--- src/hdl/ebpt_pkg.sv ---
/*
 * ebpt_pkg: register map, field layout, reset values and carriers for the
 * eight-bit period timer.
 * assumes: a plain strobed register port with 8-bit data on one clock.
 */
package ebpt_pkg;

    localparam int unsigned ADDR_W = 3;
    localparam int unsigned DATA_W = 8;

    // register indices on the plain port
    localparam logic [2:0] ADDR_TIMER_COUNT    = 3'h0;
    localparam logic [2:0] ADDR_PERIOD_COMPARE = 3'h1;
    localparam logic [2:0] ADDR_TIMER_CONTROL  = 3'h2;
    localparam logic [2:0] ADDR_IRQ_STATUS     = 3'h3;
    localparam logic [2:0] ADDR_IRQ_CLEAR      = 3'h4;
    localparam logic [2:0] ADDR_IRQ_ENABLE     = 3'h5;
    localparam logic [2:0] ADDR_IRQ_GLOBAL     = 3'h6;

    // control register fields
    localparam int unsigned CTL_PRE_LSB  = 0;
    localparam int unsigned CTL_PRE_MSB  = 1;
    localparam int unsigned CTL_RUN_BIT  = 2;
    localparam int unsigned CTL_POST_LSB = 3;
    localparam int unsigned CTL_POST_MSB = 6;

    // interrupt registers: bit 0 is the match flag
    localparam int unsigned IRQ_MATCH_BIT  = 0;
    // global register: bit 0 global enable, bit 1 peripheral enable
    localparam int unsigned GLB_GLOBAL_BIT = 0;
    localparam int unsigned GLB_PERIPH_BIT = 1;

    // reset values
    localparam logic [7:0] RST_COUNT   = 8'h00;
    localparam logic [7:0] RST_PERIOD  = 8'hFF;
    localparam logic [3:0] RST_POST    = 4'h0;
    localparam logic [1:0] RST_PRE     = 2'h0;
    localparam logic [3:0] RST_PRE_CNT = 4'h0;
    localparam logic [3:0] RST_PST_CNT = 4'h0;
    localparam logic [1:0] RST_QDIV    = 2'h0;

    // instruction clock ticks when the master-clock divider reaches this last value, so divide by four
    localparam logic [1:0] QDIV_LAST   = 2'h3;

    // prescale select codes and terminal counts
    localparam logic [1:0] PRE_SEL_1   = 2'h0;
    localparam logic [1:0] PRE_SEL_4   = 2'h1;
    localparam logic [3:0] PRE_LAST_1  = 4'h0;
    localparam logic [3:0] PRE_LAST_4  = 4'h3;
    localparam logic [3:0] PRE_LAST_16 = 4'hF;

    localparam logic [7:0] ONE8  = 8'h01;
    localparam logic [3:0] ONE4  = 4'h1;
    localparam logic [7:0] ZERO8 = 8'h00;

    typedef struct packed {
        logic [ADDR_W-1:0] addr;
        logic [DATA_W-1:0] wdata;
        logic              wr;
        logic              rd;
    } ebpt_req_t;

    typedef struct packed {
        logic [3:0] postscale_select;
        logic       run_enable;
        logic [1:0] prescale_select;
    } ebpt_ctl_t;

    typedef struct packed {
        logic [7:0] count_register;
        logic [7:0] period_register;
        ebpt_ctl_t  ctl;
        logic [1:0] qdiv;
        logic [3:0] pre_cnt;
        logic [3:0] pst_cnt;
        logic       match_flag;
        logic       match_irq_enable;
        logic       global_irq_enable;
        logic       peripheral_irq_enable;
        logic [7:0] rdata;
        logic       irq;
        logic       post_tick;
    } ebpt_state_t;

endpackage

--- src/hdl/ebpt_timer.sv ---
/*
 * ebpt_timer: eight-bit period timer with prescaler, period match,
 * postscaler and a level interrupt, reached over a plain register port.
 * assumes: one 20 MHz master clock, async active-low reset, a bus master
 * that never drives both strobes in one cycle.
 */
// Summary of operation
// - count clock is master clock divided four
// - prescale 1, 4, or 16 by select field
// - count from zero, reload zero after match
// - each period match advances the postscaler
// - postscale ratio is select value plus one
// - postscaler completion sets match flag
// - reset: count 00h, period FFh
// - count and period fully readable and writable
// - run enable bit starts and stops counting
// - count or control write clears both scalers
// - control write leaves count untouched
// - control layout: bit7 zero, post, run, pre
// - interrupt needs flag, enable, peripheral, global
`timescale 1ns/10ps
module ebpt_timer
(
    input  wire logic                        mclk,
    input  wire logic                        resetn,
    input  wire ebpt_pkg::ebpt_req_t         req,
    output logic      [ebpt_pkg::DATA_W-1:0] rdata,
    output logic                             irq,
    output logic                             post_tick
);
    import ebpt_pkg::*;

    ebpt_state_t state;
    ebpt_state_t next_state;

    function automatic logic [3:0] pre_last(input logic [1:0] sel);
        if (sel == PRE_SEL_1)
            return PRE_LAST_1;
        else if (sel == PRE_SEL_4)
            return PRE_LAST_4;
        else
            return PRE_LAST_16;
    endfunction

    function automatic logic hit(input logic [ADDR_W-1:0] a,
                                 input logic [ADDR_W-1:0] b,
                                 input logic              s);
        return s && (a == b);
    endfunction

    logic inst_tick;
    logic pre_tick;
    logic match;
    logic wr_count;
    logic wr_ctl;
    logic wr_period;
    logic flag_set;

    always_comb
    begin
        next_state = state;
        wr_count   = hit(req.addr, ADDR_TIMER_COUNT, req.wr);
        wr_ctl     = hit(req.addr, ADDR_TIMER_CONTROL, req.wr);
        wr_period  = hit(req.addr, ADDR_PERIOD_COMPARE, req.wr);
        // free-running quarter-rate divider forms the instruction clock
        inst_tick  = (state.qdiv == QDIV_LAST);
        next_state.qdiv = state.qdiv + 2'h1;
        match      = (state.count_register == state.period_register);
        pre_tick   = 1'b0;
        flag_set   = 1'b0;
        next_state.post_tick = 1'b0;

        if (state.ctl.run_enable && inst_tick)
        begin
            if (state.pre_cnt >= pre_last(state.ctl.prescale_select))
            begin
                pre_tick = 1'b1;
                next_state.pre_cnt = RST_PRE_CNT;
            end
            else
                next_state.pre_cnt = state.pre_cnt + ONE4;
        end

        if (pre_tick)
        begin
            if (match)
            begin
                next_state.count_register = ZERO8;
                // ratio is select plus one, so terminal count is the select
                if (state.pst_cnt >= state.ctl.postscale_select)
                begin
                    next_state.pst_cnt   = RST_PST_CNT;
                    flag_set             = 1'b1;
                    next_state.post_tick = 1'b1;
                end
                else
                    next_state.pst_cnt = state.pst_cnt + ONE4;
            end
            else
                next_state.count_register = state.count_register + ONE8;
        end

        // software write to count wins over the increment
        if (wr_count)
        begin
            next_state.count_register = req.wdata;
            next_state.pre_cnt        = RST_PRE_CNT;
            next_state.pst_cnt        = RST_PST_CNT;
        end
        if (wr_period)
            next_state.period_register = req.wdata;
        if (wr_ctl)
        begin
            // count is deliberately not touched here
            next_state.ctl.prescale_select  = req.wdata[CTL_PRE_MSB:CTL_PRE_LSB];
            next_state.ctl.run_enable       = req.wdata[CTL_RUN_BIT];
            next_state.ctl.postscale_select = req.wdata[CTL_POST_MSB:CTL_POST_LSB];
            next_state.pre_cnt = RST_PRE_CNT;
            next_state.pst_cnt = RST_PST_CNT;
        end

        // status: software writes 1 or 0; a clear write also clears it
        if (hit(req.addr, ADDR_IRQ_STATUS, req.wr))
            next_state.match_flag = req.wdata[IRQ_MATCH_BIT];
        if (hit(req.addr, ADDR_IRQ_CLEAR, req.wr) && req.wdata[IRQ_MATCH_BIT])
            next_state.match_flag = 1'b0;
        // hardware set wins over a same-cycle software clear
        if (flag_set)
            next_state.match_flag = 1'b1;
        if (hit(req.addr, ADDR_IRQ_ENABLE, req.wr))
            next_state.match_irq_enable = req.wdata[IRQ_MATCH_BIT];
        if (hit(req.addr, ADDR_IRQ_GLOBAL, req.wr))
        begin
            next_state.global_irq_enable     = req.wdata[GLB_GLOBAL_BIT];
            next_state.peripheral_irq_enable = req.wdata[GLB_PERIPH_BIT];
        end

        next_state.irq = next_state.match_flag && next_state.match_irq_enable
                         && next_state.peripheral_irq_enable
                         && next_state.global_irq_enable;

        next_state.rdata = ZERO8;
        if (req.rd)
        begin
            case (req.addr)
                ADDR_TIMER_COUNT:
                    next_state.rdata = state.count_register;
                ADDR_PERIOD_COMPARE:
                    next_state.rdata = state.period_register;
                ADDR_TIMER_CONTROL:
                    next_state.rdata = {1'b0, state.ctl};
                ADDR_IRQ_STATUS:
                    next_state.rdata = {7'h00, state.match_flag};
                ADDR_IRQ_ENABLE:
                    next_state.rdata = {7'h00, state.match_irq_enable};
                ADDR_IRQ_GLOBAL:
                    next_state.rdata = {6'h00, state.peripheral_irq_enable,
                                        state.global_irq_enable};
                default:
                    next_state.rdata = ZERO8;
            endcase
        end
    end

    always_ff @(posedge mclk or negedge resetn)
    begin
        if (!resetn)
        begin
            state                       <= '0;
            state.count_register        <= RST_COUNT;
            state.period_register       <= RST_PERIOD;
            state.ctl.postscale_select  <= RST_POST;
            state.ctl.prescale_select   <= RST_PRE;
            state.qdiv                  <= RST_QDIV;
            state.pre_cnt               <= RST_PRE_CNT;
            state.pst_cnt               <= RST_PST_CNT;
        end
        else
            state <= next_state;
    end

    assign rdata     = state.rdata;
    assign irq       = state.irq;
    assign post_tick = state.post_tick;

endmodule

--- config.mk ---
export PLATFORM = sky130hd
export DESIGN_NAME = ebpt_timer
export DESIGN_NICKNAME = d
export VERILOG_FILES = /design/src/hdl/ebpt_pkg.sv /design/src/hdl/ebpt_timer.sv
export SDC_FILE = /design/constraint.sdc
export NUM_CORES = 1
export LEC_CHECK = 0
export BUFFER_PORTS_ARGS = -buffer_cell sky130_fd_sc_hd__buf_2
export CORE_ASPECT_RATIO = 0.5
export CORE_MARGIN = 2
export CORE_UTILIZATION = 40
export CTS_BUF_LIST = sky130_fd_sc_hd__clkbuf_4 sky130_fd_sc_hd__clkbuf_8
export CTS_CLUSTER_DIAMETER = 30
export DETAILED_ROUTE_END_ITERATION = 16
export PLACE_DENSITY_LB_ADDON = 0.3
export SLEW_MARGIN = 20
export SYNTH_ARGS = -nofsm -noshare
export SYNTH_HDL_FRONTEND = slang
export SYNTH_SLANG_ARGS = --single-unit
--- constraint.sdc ---
create_clock -name mclk -period 7.7 [get_ports mclk]
set_clock_uncertainty 0.1 [all_clocks]
set_input_delay 1.54 -clock mclk [delete_from_list [all_inputs] [get_ports mclk]]
set_output_delay 1.54 -clock mclk [all_outputs]
set_load 0.005 [all_outputs]
==> out/results.tsv, run 1 <==
metric	value	unit
grt-busiest-layer	met2	
drc	0	
synth_cell_types	45	
grt_use_met2	28.08	%
synthMuxAreaShare	9.614	%
layout.nets	316	
hold_viol	0	
use_met3	3.102	%
cts.root.buffer_cell	clkbuf_8	
dpl_cell_area	2810	sq um
final_core_util	44.43	%
fin_ws	4.462	ns
synthAdderAreaFrac	5.574	%
synth_xor_area_share	2.601	%
leakagePower	1.300	nW
cts_buffer_depth	2	
worstMarginPinSlew	0.8845	ns
vias_per_cell	5.377	
rsz0062_at_grt	false	
stdcell_area	2930	sq um
ys_top_cells_by_area	dfrtp_1 36%, dfstp_2 7.8%, mux2_2 6.3%, ha_1 5.6%, a21oi_1 4.8%	
synth_top_area_cell	dfrtp_1	
drt-total-wl	6.002	mm
wl_per_cell	15.71	microns
initial_core_util	40.85	%
arrival	3.29	ns
grt_pass1_vias	1847	
fin_crit_sh	42.06	%
layout_commonest_cell	dfrtp_1	
synth_compound_area_share	13.10	%
critPathMaxStageDelay	0.56	ns
port_buffers	24	
yosysSeqAreaShare	44.03	%
ios	25	
worstSetupPathType	in -> reg	
final_max_slew_viol_count	0	
finalSetupViolCount	0	
max_freq	0.3088	GHz
syn_area	2694	sq um
ir_drop	92.12	uV
gp_congestion	0.8866	
die_height	62.03	microns
synth_fp_nets	307	
grt_max_degree	48	
dpl.hpwl	4.449	mm
startpoint_type	primary input	
avgSynthCellArea	9.621	sq um
cts_tree	built	
clk_pin_slew_worst_paths	0.09	ns
crit_family	simple AND/OR/NAND/NOR gates	
required	7.76	ns
tns	0	ns
vias	2054	
grt_overflow	0	
core_area	6595	sq um
die_area	7447	sq um
synth-seq-cells	47	
cp_slowest_cell	nor2_1	
antenna_cells	0	
max_slew_margin	40.58	%
antenna_found_initial	0	
yosysTopAreaCellShare	36.23	%
cp-end-kind	register	
final_cell_mix	39 x dfrtp_1, 26 x a21oi_1, 23 x nor2_1, 23 x buf_2, 19 x nand2_1	
cts_setup_buffers	0	
fillers	617	
cellPowerDensity	241.3	nW/um^2
die_w	120.1	microns
status	finished clean	
area_growth	8.778	%
htree_levels	2	
drive_above_1_share	21.72	%
drtPass1Iterations	4	
met1_usage	23.77	%
clock_latency	0.30	ns
yosysWarnings	0	
netlist_instances	280	
path_max_fanout	18	
cts_resized	0	
cts_num_sinks	47	
synth_top_family_by_area	simple AND/OR/NAND/NOR gates	
cts_buffers	5	
grt_pass1_wl	9.639	mm
ant_nets	0	
drtIter0Drc	157	
grt_usage	16.96	%
cp_cell_sequence	buf_2 -> or3b_2 -> nor2_1 -> nor4_1 -> a32oi_1 -> o21ai_0	
hold_buffers	0	
yosys.area_share.simple	19.14	%
place_ws	4.178	ns
min_path_type	reg -> reg	
row_count	21	
cp_num_buf_inv	1	
finalCriticalPeriod	3.238	ns
drv_cap	0	
-- per-layer routing --
metal | routed length, microns | up-vias
met5 | 0 | -
li1 | - | 1010
met3 | 228 | 5
met2 | 2752 | 40
met1 | 2977 | 999
met4 | 43 | 0
-- worst paths after layout --
check                           from        end  slack (ns)  cells after the start
setup / recovery             req[10]  state[45]        4.46                      6
hold / removal             state[22]  state[22]        0.34                      1
setup reg to reg           state[24]  state[43]        4.91                      7
hold reg to reg            state[22]  state[22]        0.34                      1
max in group asynchronous     resetn  state[25]        5.97                      1
min in group asynchronous     resetn  state[42]        1.14                      1
-- Yosys cell counts (all sizes together) --
library cell  count
or3               4
a2bb2oi           1
nand2            19
nand4b            3
o211ai            1
a32oi             4
o22ai             2
a211oi            2
and2              3
dfstp             8
ha               12
or2               2
a21oi            26
nand2b            4
xor2              8
o2111ai           1
or3b              1
mux2i             9
nand3             8
or4               1
nor3b             1
nand3b            2
nor4b             2
buf              15
nor2b             4
o21a              2
nor2             23
a221o             1
inv              11
o21ai            17
nor4              3
nor3             10
clkbuf            7
and3              4
a31oi             1
o221a             1
dfrtp            39
a21boi            1
mux2             15
nand4             2
-- cell families (layout without fill, tap and decap cells) --
group	Yosys count	after routing
xor gates and xnor gates	8	8
AOI/OAI and AO/OA	60	60
and+or+nand+nor	96	96
adders and majority gates	12	12
muxes	24	24
buffers and inverters	33	43
DFF	47	47
-- cell type report --
cell class / count / area [sq um] / share of cell area [%]
multi-input combinational: 200 / 1348 / 45.99
sequential: 47 / 1186 / 40.48
timing repair buffer: 24 / 122.6 / 4.184
tap: 92 / 115.1 / 3.928
clock buffer: 6 / 82.58 / 2.818
inverter: 11 / 41.29 / 1.409
clock inverter: 2 / 35.03 / 1.196
-- flip-flops by register name (all words and copies together), names as in the netlist --
name       flops
irq            1
rdata          8
post_tick      1
state         37
-- per-stage QoR --
stage	cells	total power, W	hold slack (ns)
4_1_cts	382	0.0007120	0.3466
6_report	382	0.0007070	0.3434
5_1_grt	382	0.0007557	0.3766
3_3_place_gp	374	0.0005110	0.3123
2_1_floorplan	280	0.0004677	0.3006
3_5_place_dp	374	0.0005222	0.3333
-- power by group --
group	internal, W	total, W	switching (W)
clock network	0.000105	0.000188	0.0000833
registers	0.000293	0.000339	0.0000454
logic	0.0000815	0.000180	0.0000983
total	0.000480	0.000707	0.000227
Note: power is estimated with default switching activity, not from simulation.
==> run 2: changes to the inputs <==
--- a/config.mk
+++ b/config.mk
@@ -5,6 +5,7 @@
 export SDC_FILE = /design/constraint.sdc
 export NUM_CORES = 1
 export LEC_CHECK = 0
+export ABC_AREA = 1
 export BUFFER_PORTS_ARGS = -buffer_cell sky130_fd_sc_hd__buf_2
 export CORE_ASPECT_RATIO = 0.5
 export CORE_MARGIN = 2
==> constraint.sdc (replaced) <==
create_clock -name mclk -period 3.4 [get_ports mclk]
set_clock_uncertainty 0.1 [all_clocks]
set_input_delay 0.68 -clock mclk [delete_from_list [all_inputs] [get_ports mclk]]
set_output_delay 0.68 -clock mclk [all_outputs]
set_load 0.005 [all_outputs]
==> out/results.tsv, run 2 <==
metric	value	unit
fillers	691	
cts_buffers	5	
crit_path_frequent_cell	nand2_1	
rsz0062_at_grt	false	
port_buffers	24	
cts_tree	built	
cts.root.buffer_cell	clkbuf_8	
final_cell_mix	100 x nand2_1, 61 x inv_1, 39 x dfrtp_1	
die_w	122.7	microns
ys_top_cells_by_area	dfrtp_1 35%, nand2_1 13%, inv_1 8.1%, dfstp_2 7.5%, ha_1 5.3%	
drt-total-wl	6.332	mm
avgSynthCellArea	7.521	sq um
synth_top_area_cell	dfrtp_1	
multi_input_area	1286	sq um
path_max_fanout	6	
required	3.49	ns
synth_ff_type	dfrtp_1	
worstSetupPathType	reg -> reg	
clock_latency	0.29	ns
row_count	21	
drv_cap	0	
wl_met3	423	microns
fin_ws	1.512	ns
layout.nets	422	
met2_length	2.554	mm
cts_buffer_depth	2	
startpoint_type	register	
cp-end-kind	register	
syn_area	2820	sq um
yosysSeqAreaShare	42.06	%
drtIter0Drc	233	
vias	2337	
cts_setup_buffers	0	
synth-seq-cells	47	
htree_levels	2	
critPathMaxStageDelay	0.40	ns
p_int	0.001121	W
cp_slowest_cell	dfrtp_1	
top_layer_used	met4	
fin_crit_sh	55.52	%
finalCriticalPeriod	1.888	ns
cts_resized	0	
place_ws	1.329	ns
netlist_instances	375	
ios	25	
min_path_type	in -> async	
core_area	6753	sq um
die_height	63.38	microns
hold_viol	0	
max_freq	0.5298	GHz
initial_core_util	41.76	%
leakagePower	1.724	nW
drc	0	
m1WireLength	3.317	mm
largest_reg_flops	37	
synth-edff-count	0	
status	finished clean	
async_flop_share	100.0	%
wl_per_cell	12.98	microns
antenna_cells	0	
tns	0	ns
dp_cells	480	
area_growth	9.583	%
grt_usage	18.52	%
ant_nets	0	
arrival	1.97	ns
hold_buffers	0	
clk_pin_slew_worst_paths	0.08	ns
yosysTopAreaCellShare	34.61	%
worstMarginPinSlew	0.5802	ns
yosysWarnings	0	
gp_congestion	0.8787	
grt_pass1_vias	2250	
max_slew_margin	61.32	%
layout_commonest_cell	nand2_1	
seqCellArea	1186	sq um
grt_overflow	0	
die_area	7779	sq um
synthTopCellsByCount	100 x nand2_1, 61 x inv_1, 39 x dfrtp_1, 27 x nand3_1, 27 x nor2_1	
worst_hold_slack	0.2697	ns
drive_above_1_share	15.40	%
synth_fp_nets	402	
layoutNonFillerInstCount	488	
drtPass1Iterations	4	
grt_pass1_wl	11.12	mm
synth_cell_types	31	
ir_drop	162.7	uV
cts_num_sinks	47	
clock_power_share	20.9	%
grt_max_degree	46	
largest_register	state	
cp_cell_sequence	nor2_1 -> inv_1 -> ha_1 -> nand4_1 -> nand3_1 -> nand2_1 -> inv_1 -> nand2_1 -> nand2_1 -> nand2_1 -> nand2_1	
combPwrFrac	34.1	%
cellPowerDensity	587.7	nW/um^2
vias_per_cell	4.789	
final_max_slew_viol_count	0	
seqPwrFrac	45.0	%
p_sw_share	38.26	%
synth_most_common_cell	nand2_1	
dpl.hpwl	4.956	mm
antenna_found_initial	0	
switching_power	0.0006949	W
finalSetupViolCount	0	
==> run 2: cell types whose count changed in the layout (fill, tap and decap cells not counted), sizes merged, moves of 7 or more <==
cell and delta:
nand2 +88, a21oi -22, o21ai +12, nand3 +19, mux2i -9, inv +59
mux2 -14, nor2 +7
==> run 2: through the flow <==
stage                     power (W)  utilization, %  cell area [sq um]
after global routing       0.002004           45.77               3090
after detailed placement   0.001435           44.19               2984
after floorplan            0.001280               -               2820
final                      0.001816           45.77               3090
after global placement     0.001434           44.19               2984
after CTS                  0.001819           45.73               3088
==> run 2: cell type report <==
cell class / instances / share of cell area, %
tap: 92 / 3.725
multi-input combinational: 245 / 41.62
inverter: 71 / 8.704
sequential: 47 / 38.38
clock buffer: 8 / 3.360
timing repair buffer: 25 / 4.211
==> run 2: cells by family after synthesis <==
group / after synthesis / synth area share, %
adder cells (fa/ha/maj): 12 / 5.324
AND/OR/NAND/NOR: 177 / 27.77
AO/OA/AOI/OAI: 42 / 8.075
flip-flops: 47 / 42.06
buffers and inverters: 83 / 12.33
XOR/XNOR: 13 / 4.037
multiplexers: 1 / 0.3993
==> run 2: power groups by stage <==
stage / Combinational (W) / Clock (W) / Sequential, W
after CTS: 0.000616 / 0.000389 / 0.000814
final: 0.000619 / 0.000380 / 0.000818
after detailed placement: 0.000612 / 0 / 0.000823
after floorplan: 0.000506 / 0 / 0.000774
after global routing: 0.000743 / 0.000424 / 0.000837
after global placement: 0.000609 / 0 / 0.000825
==> run 2: path summary, 6_finish.rpt <==
| path | start | to | slack (ns) | depth (start not counted) |
|---|---|---|---|---|
| max in group asynchronous | resetn | state[34] | 2.33 | 2 |
| min | resetn | irq | 0.27 | 1 |
| max | state[25] | state[16] | 1.51 | 11 |
| max reg2reg | state[25] | state[16] | 1.51 | 11 |
| min reg2reg | state[22] | state[22] | 0.33 | 1 |
| min in group mclk | state[22] | state[22] | 0.33 | 1 |
==> run 2: critical path, delay by kind of cell (launching register included) <==
kind / cells / cell delay, ns
simple gates: 8 / 0.84
flops: 1 / 0.40
fa+ha+maj: 1 / 0.27
buf+inv: 2 / 0.17
==> run 2: layer usage <==
| metal | track usage [%] | vias to the layer above |
|---|---|---|
| li1 | - | 1207 |
| met2 | 26.31 | 50 |
| met5 | 0 | - |
| met3 | 5.978 | 4 |
| met4 | 4.023 | 0 |
| met1 | 27.23 | 1076 |
==> run 3: changes to the inputs <==
==> constraint.sdc (replaced) <==
create_clock -name mclk -period 1.87 [get_ports mclk]
set_clock_uncertainty 0.1 [all_clocks]
set_input_delay 0.374 -clock mclk [delete_from_list [all_inputs] [get_ports mclk]]
set_output_delay 0.374 -clock mclk [all_outputs]
set_load 0.005 [all_outputs]
==> out/results.tsv, run 3 (synthesis results as in run 2) <==
metric	value	unit
cp_cell_sequence	nor2_2 -> inv_1 -> ha_1 -> nand4_1 -> nand3_2 -> nand2_4 -> inv_2 -> nand2_4 -> nand2_1 -> nand2_1 -> nand2_1	
fin_crit_sh	93.48	%
worstMarginPinSlew	0.4910	ns
startpoint_type	register	
drtPass1Iterations	4	
vias_per_cell	4.700	
arrival	1.86	ns
drv_cap	0	
status	finished clean	
vias	2317	
final_max_slew_viol_count	0	
fillers	685	
clock_power_share	20.5	%
largest_register	state	
dpl.hpwl	5.013	mm
rsz0062_at_grt	true	
die_height	63.38	microns
drt-total-wl	6.316	mm
cts_num_sinks	47	
dp_cells	483	
gp_congestion	0.9035	
die_area	7779	sq um
largest_reg_flops	37	
grt_pass1_wl	10.76	mm
combPwrFrac	34.9	%
final_cell_mix	98 x nand2_1, 60 x inv_1, 39 x dfrtp_1	
dpl_cell_area	3019	sq um
hold_viol	0	
power	0.003324	W
row_count	21	
port_buffers	24	
cts_tree	built	
clock_latency	0.31	ns
layoutNonFillerInstCount	493	
drive_above_1_share	18.70	%
finalCriticalPeriod	1.748	ns
seqPwrFrac	44.6	%
cp_num_buf_inv	2	
layout_commonest_cell	nand2_1	
min_path_type	in -> reg	
tns	0	ns
grt_pass1_vias	2200	
cts_buffers	5	
cp-end-kind	register	
required	1.98	ns
crit_path_frequent_cell	nand2_1	
ir_drop	318.0	uV
switching_power	0.001281	W
core_area	6753	sq um
wl_per_cell	12.81	microns
antenna_found_initial	0	
drtIter0Drc	136	
critPathMaxStageDelay	0.41	ns
initial_core_util	41.76	%
ios	25	
max_slew_margin	67.26	%
grt_overflow	0	
grt_max_degree	29	
layout.nets	427	
worstSetupPathType	reg -> reg	
cp_slowest_cell	dfrtp_1	
area_growth	12.87	%
cellPowerDensity	1044	nW/um^2
ant_nets	0	
p_int	0.002042	W
grt_usage	18.18	%
p_sw_share	38.56	%
clk_pin_slew_worst_paths	0.09	ns
finalSetupViolCount	0	
stdcell_area	3183	sq um
leakagePower	1.781	nW
crit_family	simple AND/OR/NAND/NOR gates	
max_freq	0.5720	GHz
drc	0	
path_max_fanout	6	
die_w	122.7	microns
cts_buffer_depth	2	
htree_levels	2	
cts.root.buffer_cell	clkbuf_8	
antenna_cells	0	
-- run 3: layout make-up --
cell class	instances	area [sq um]	area share, %
multi-input cells	246	1336	41.98
flip-flops and latches	47	1186	37.26
inverters	71	269.0	8.451
repair buffers	29	172.7	5.425
well taps	92	115.1	3.616
clock buffers	7	96.34	3.027
clock inverters	1	7.507	0.2358
-- run 3: what timing repair did --
action,in CTS,in global routing
pin swaps,0,2
setup endpoints to repair,7,15
gates resized for setup,1,14
buffers inserted,0,0
hold buffers,1,0
cloned,0,1
endpoints found under the hold margin,12,0
-- run 3: power by group through the flow --
stage	clock network, W	logic, W	registers, W
global route	0.000758	0.00135	0.00152
finish	0.000681	0.00116	0.00148
global placement	0	0.00109	0.00150
CTS	0.000714	0.00111	0.00148
detailed placement	0	0.00110	0.00150
floorplan	0	0.000921	0.00141
-- run 3: worst reg2reg max path, stage by stage (launching register included) --
cell and delay, ns:
dfrtp_1 0.41, nor2_2 0.14, inv_1 0.06, ha_1 0.26, nand4_1 0.11, nand3_2 0.11, nand2_4 0.14, inv_2 0.08
nand2_4 0.09, nand2_1 0.05, nand2_1 0.05, nand2_1 0.04
-- run 3: routing by layer --
metal / vias up / GRT usage, % / wire (microns)
met5: - / 0 / 0
met2: 36 / 25.76 / 2605
li1: 1217 / - / -
met1: 1060 / 27.77 / 3347
met3: 4 / 4.076 / 311
met4: 0 / 4.310 / 51
-- run 3: final timing paths --
kind,startpoint,end,slack (ns),cells after the start
worst max-delay path,state[25],state[16],0.12,11
worst min-delay path,req[7],state[44],0.20,3
worst max register to register,state[25],state[16],0.12,11
worst min register to register,state[22],state[22],0.33,1
max in group asynchronous,resetn,state[31],0.63,3
min in group asynchronous,resetn,state[18],0.46,2
-- run 3: stage by stage --
step                worst slack (ns)  hold WS [ns]  util [%]
finish                        0.1218        0.1981     47.14
global route               -0.001374        0.2054     47.14
CTS                         -0.01271        0.1921     46.43
detailed placement          -0.01018        0.2597     44.71
global placement             0.06217        0.2635     44.71
floorplan                     0.1859      -0.02159         -
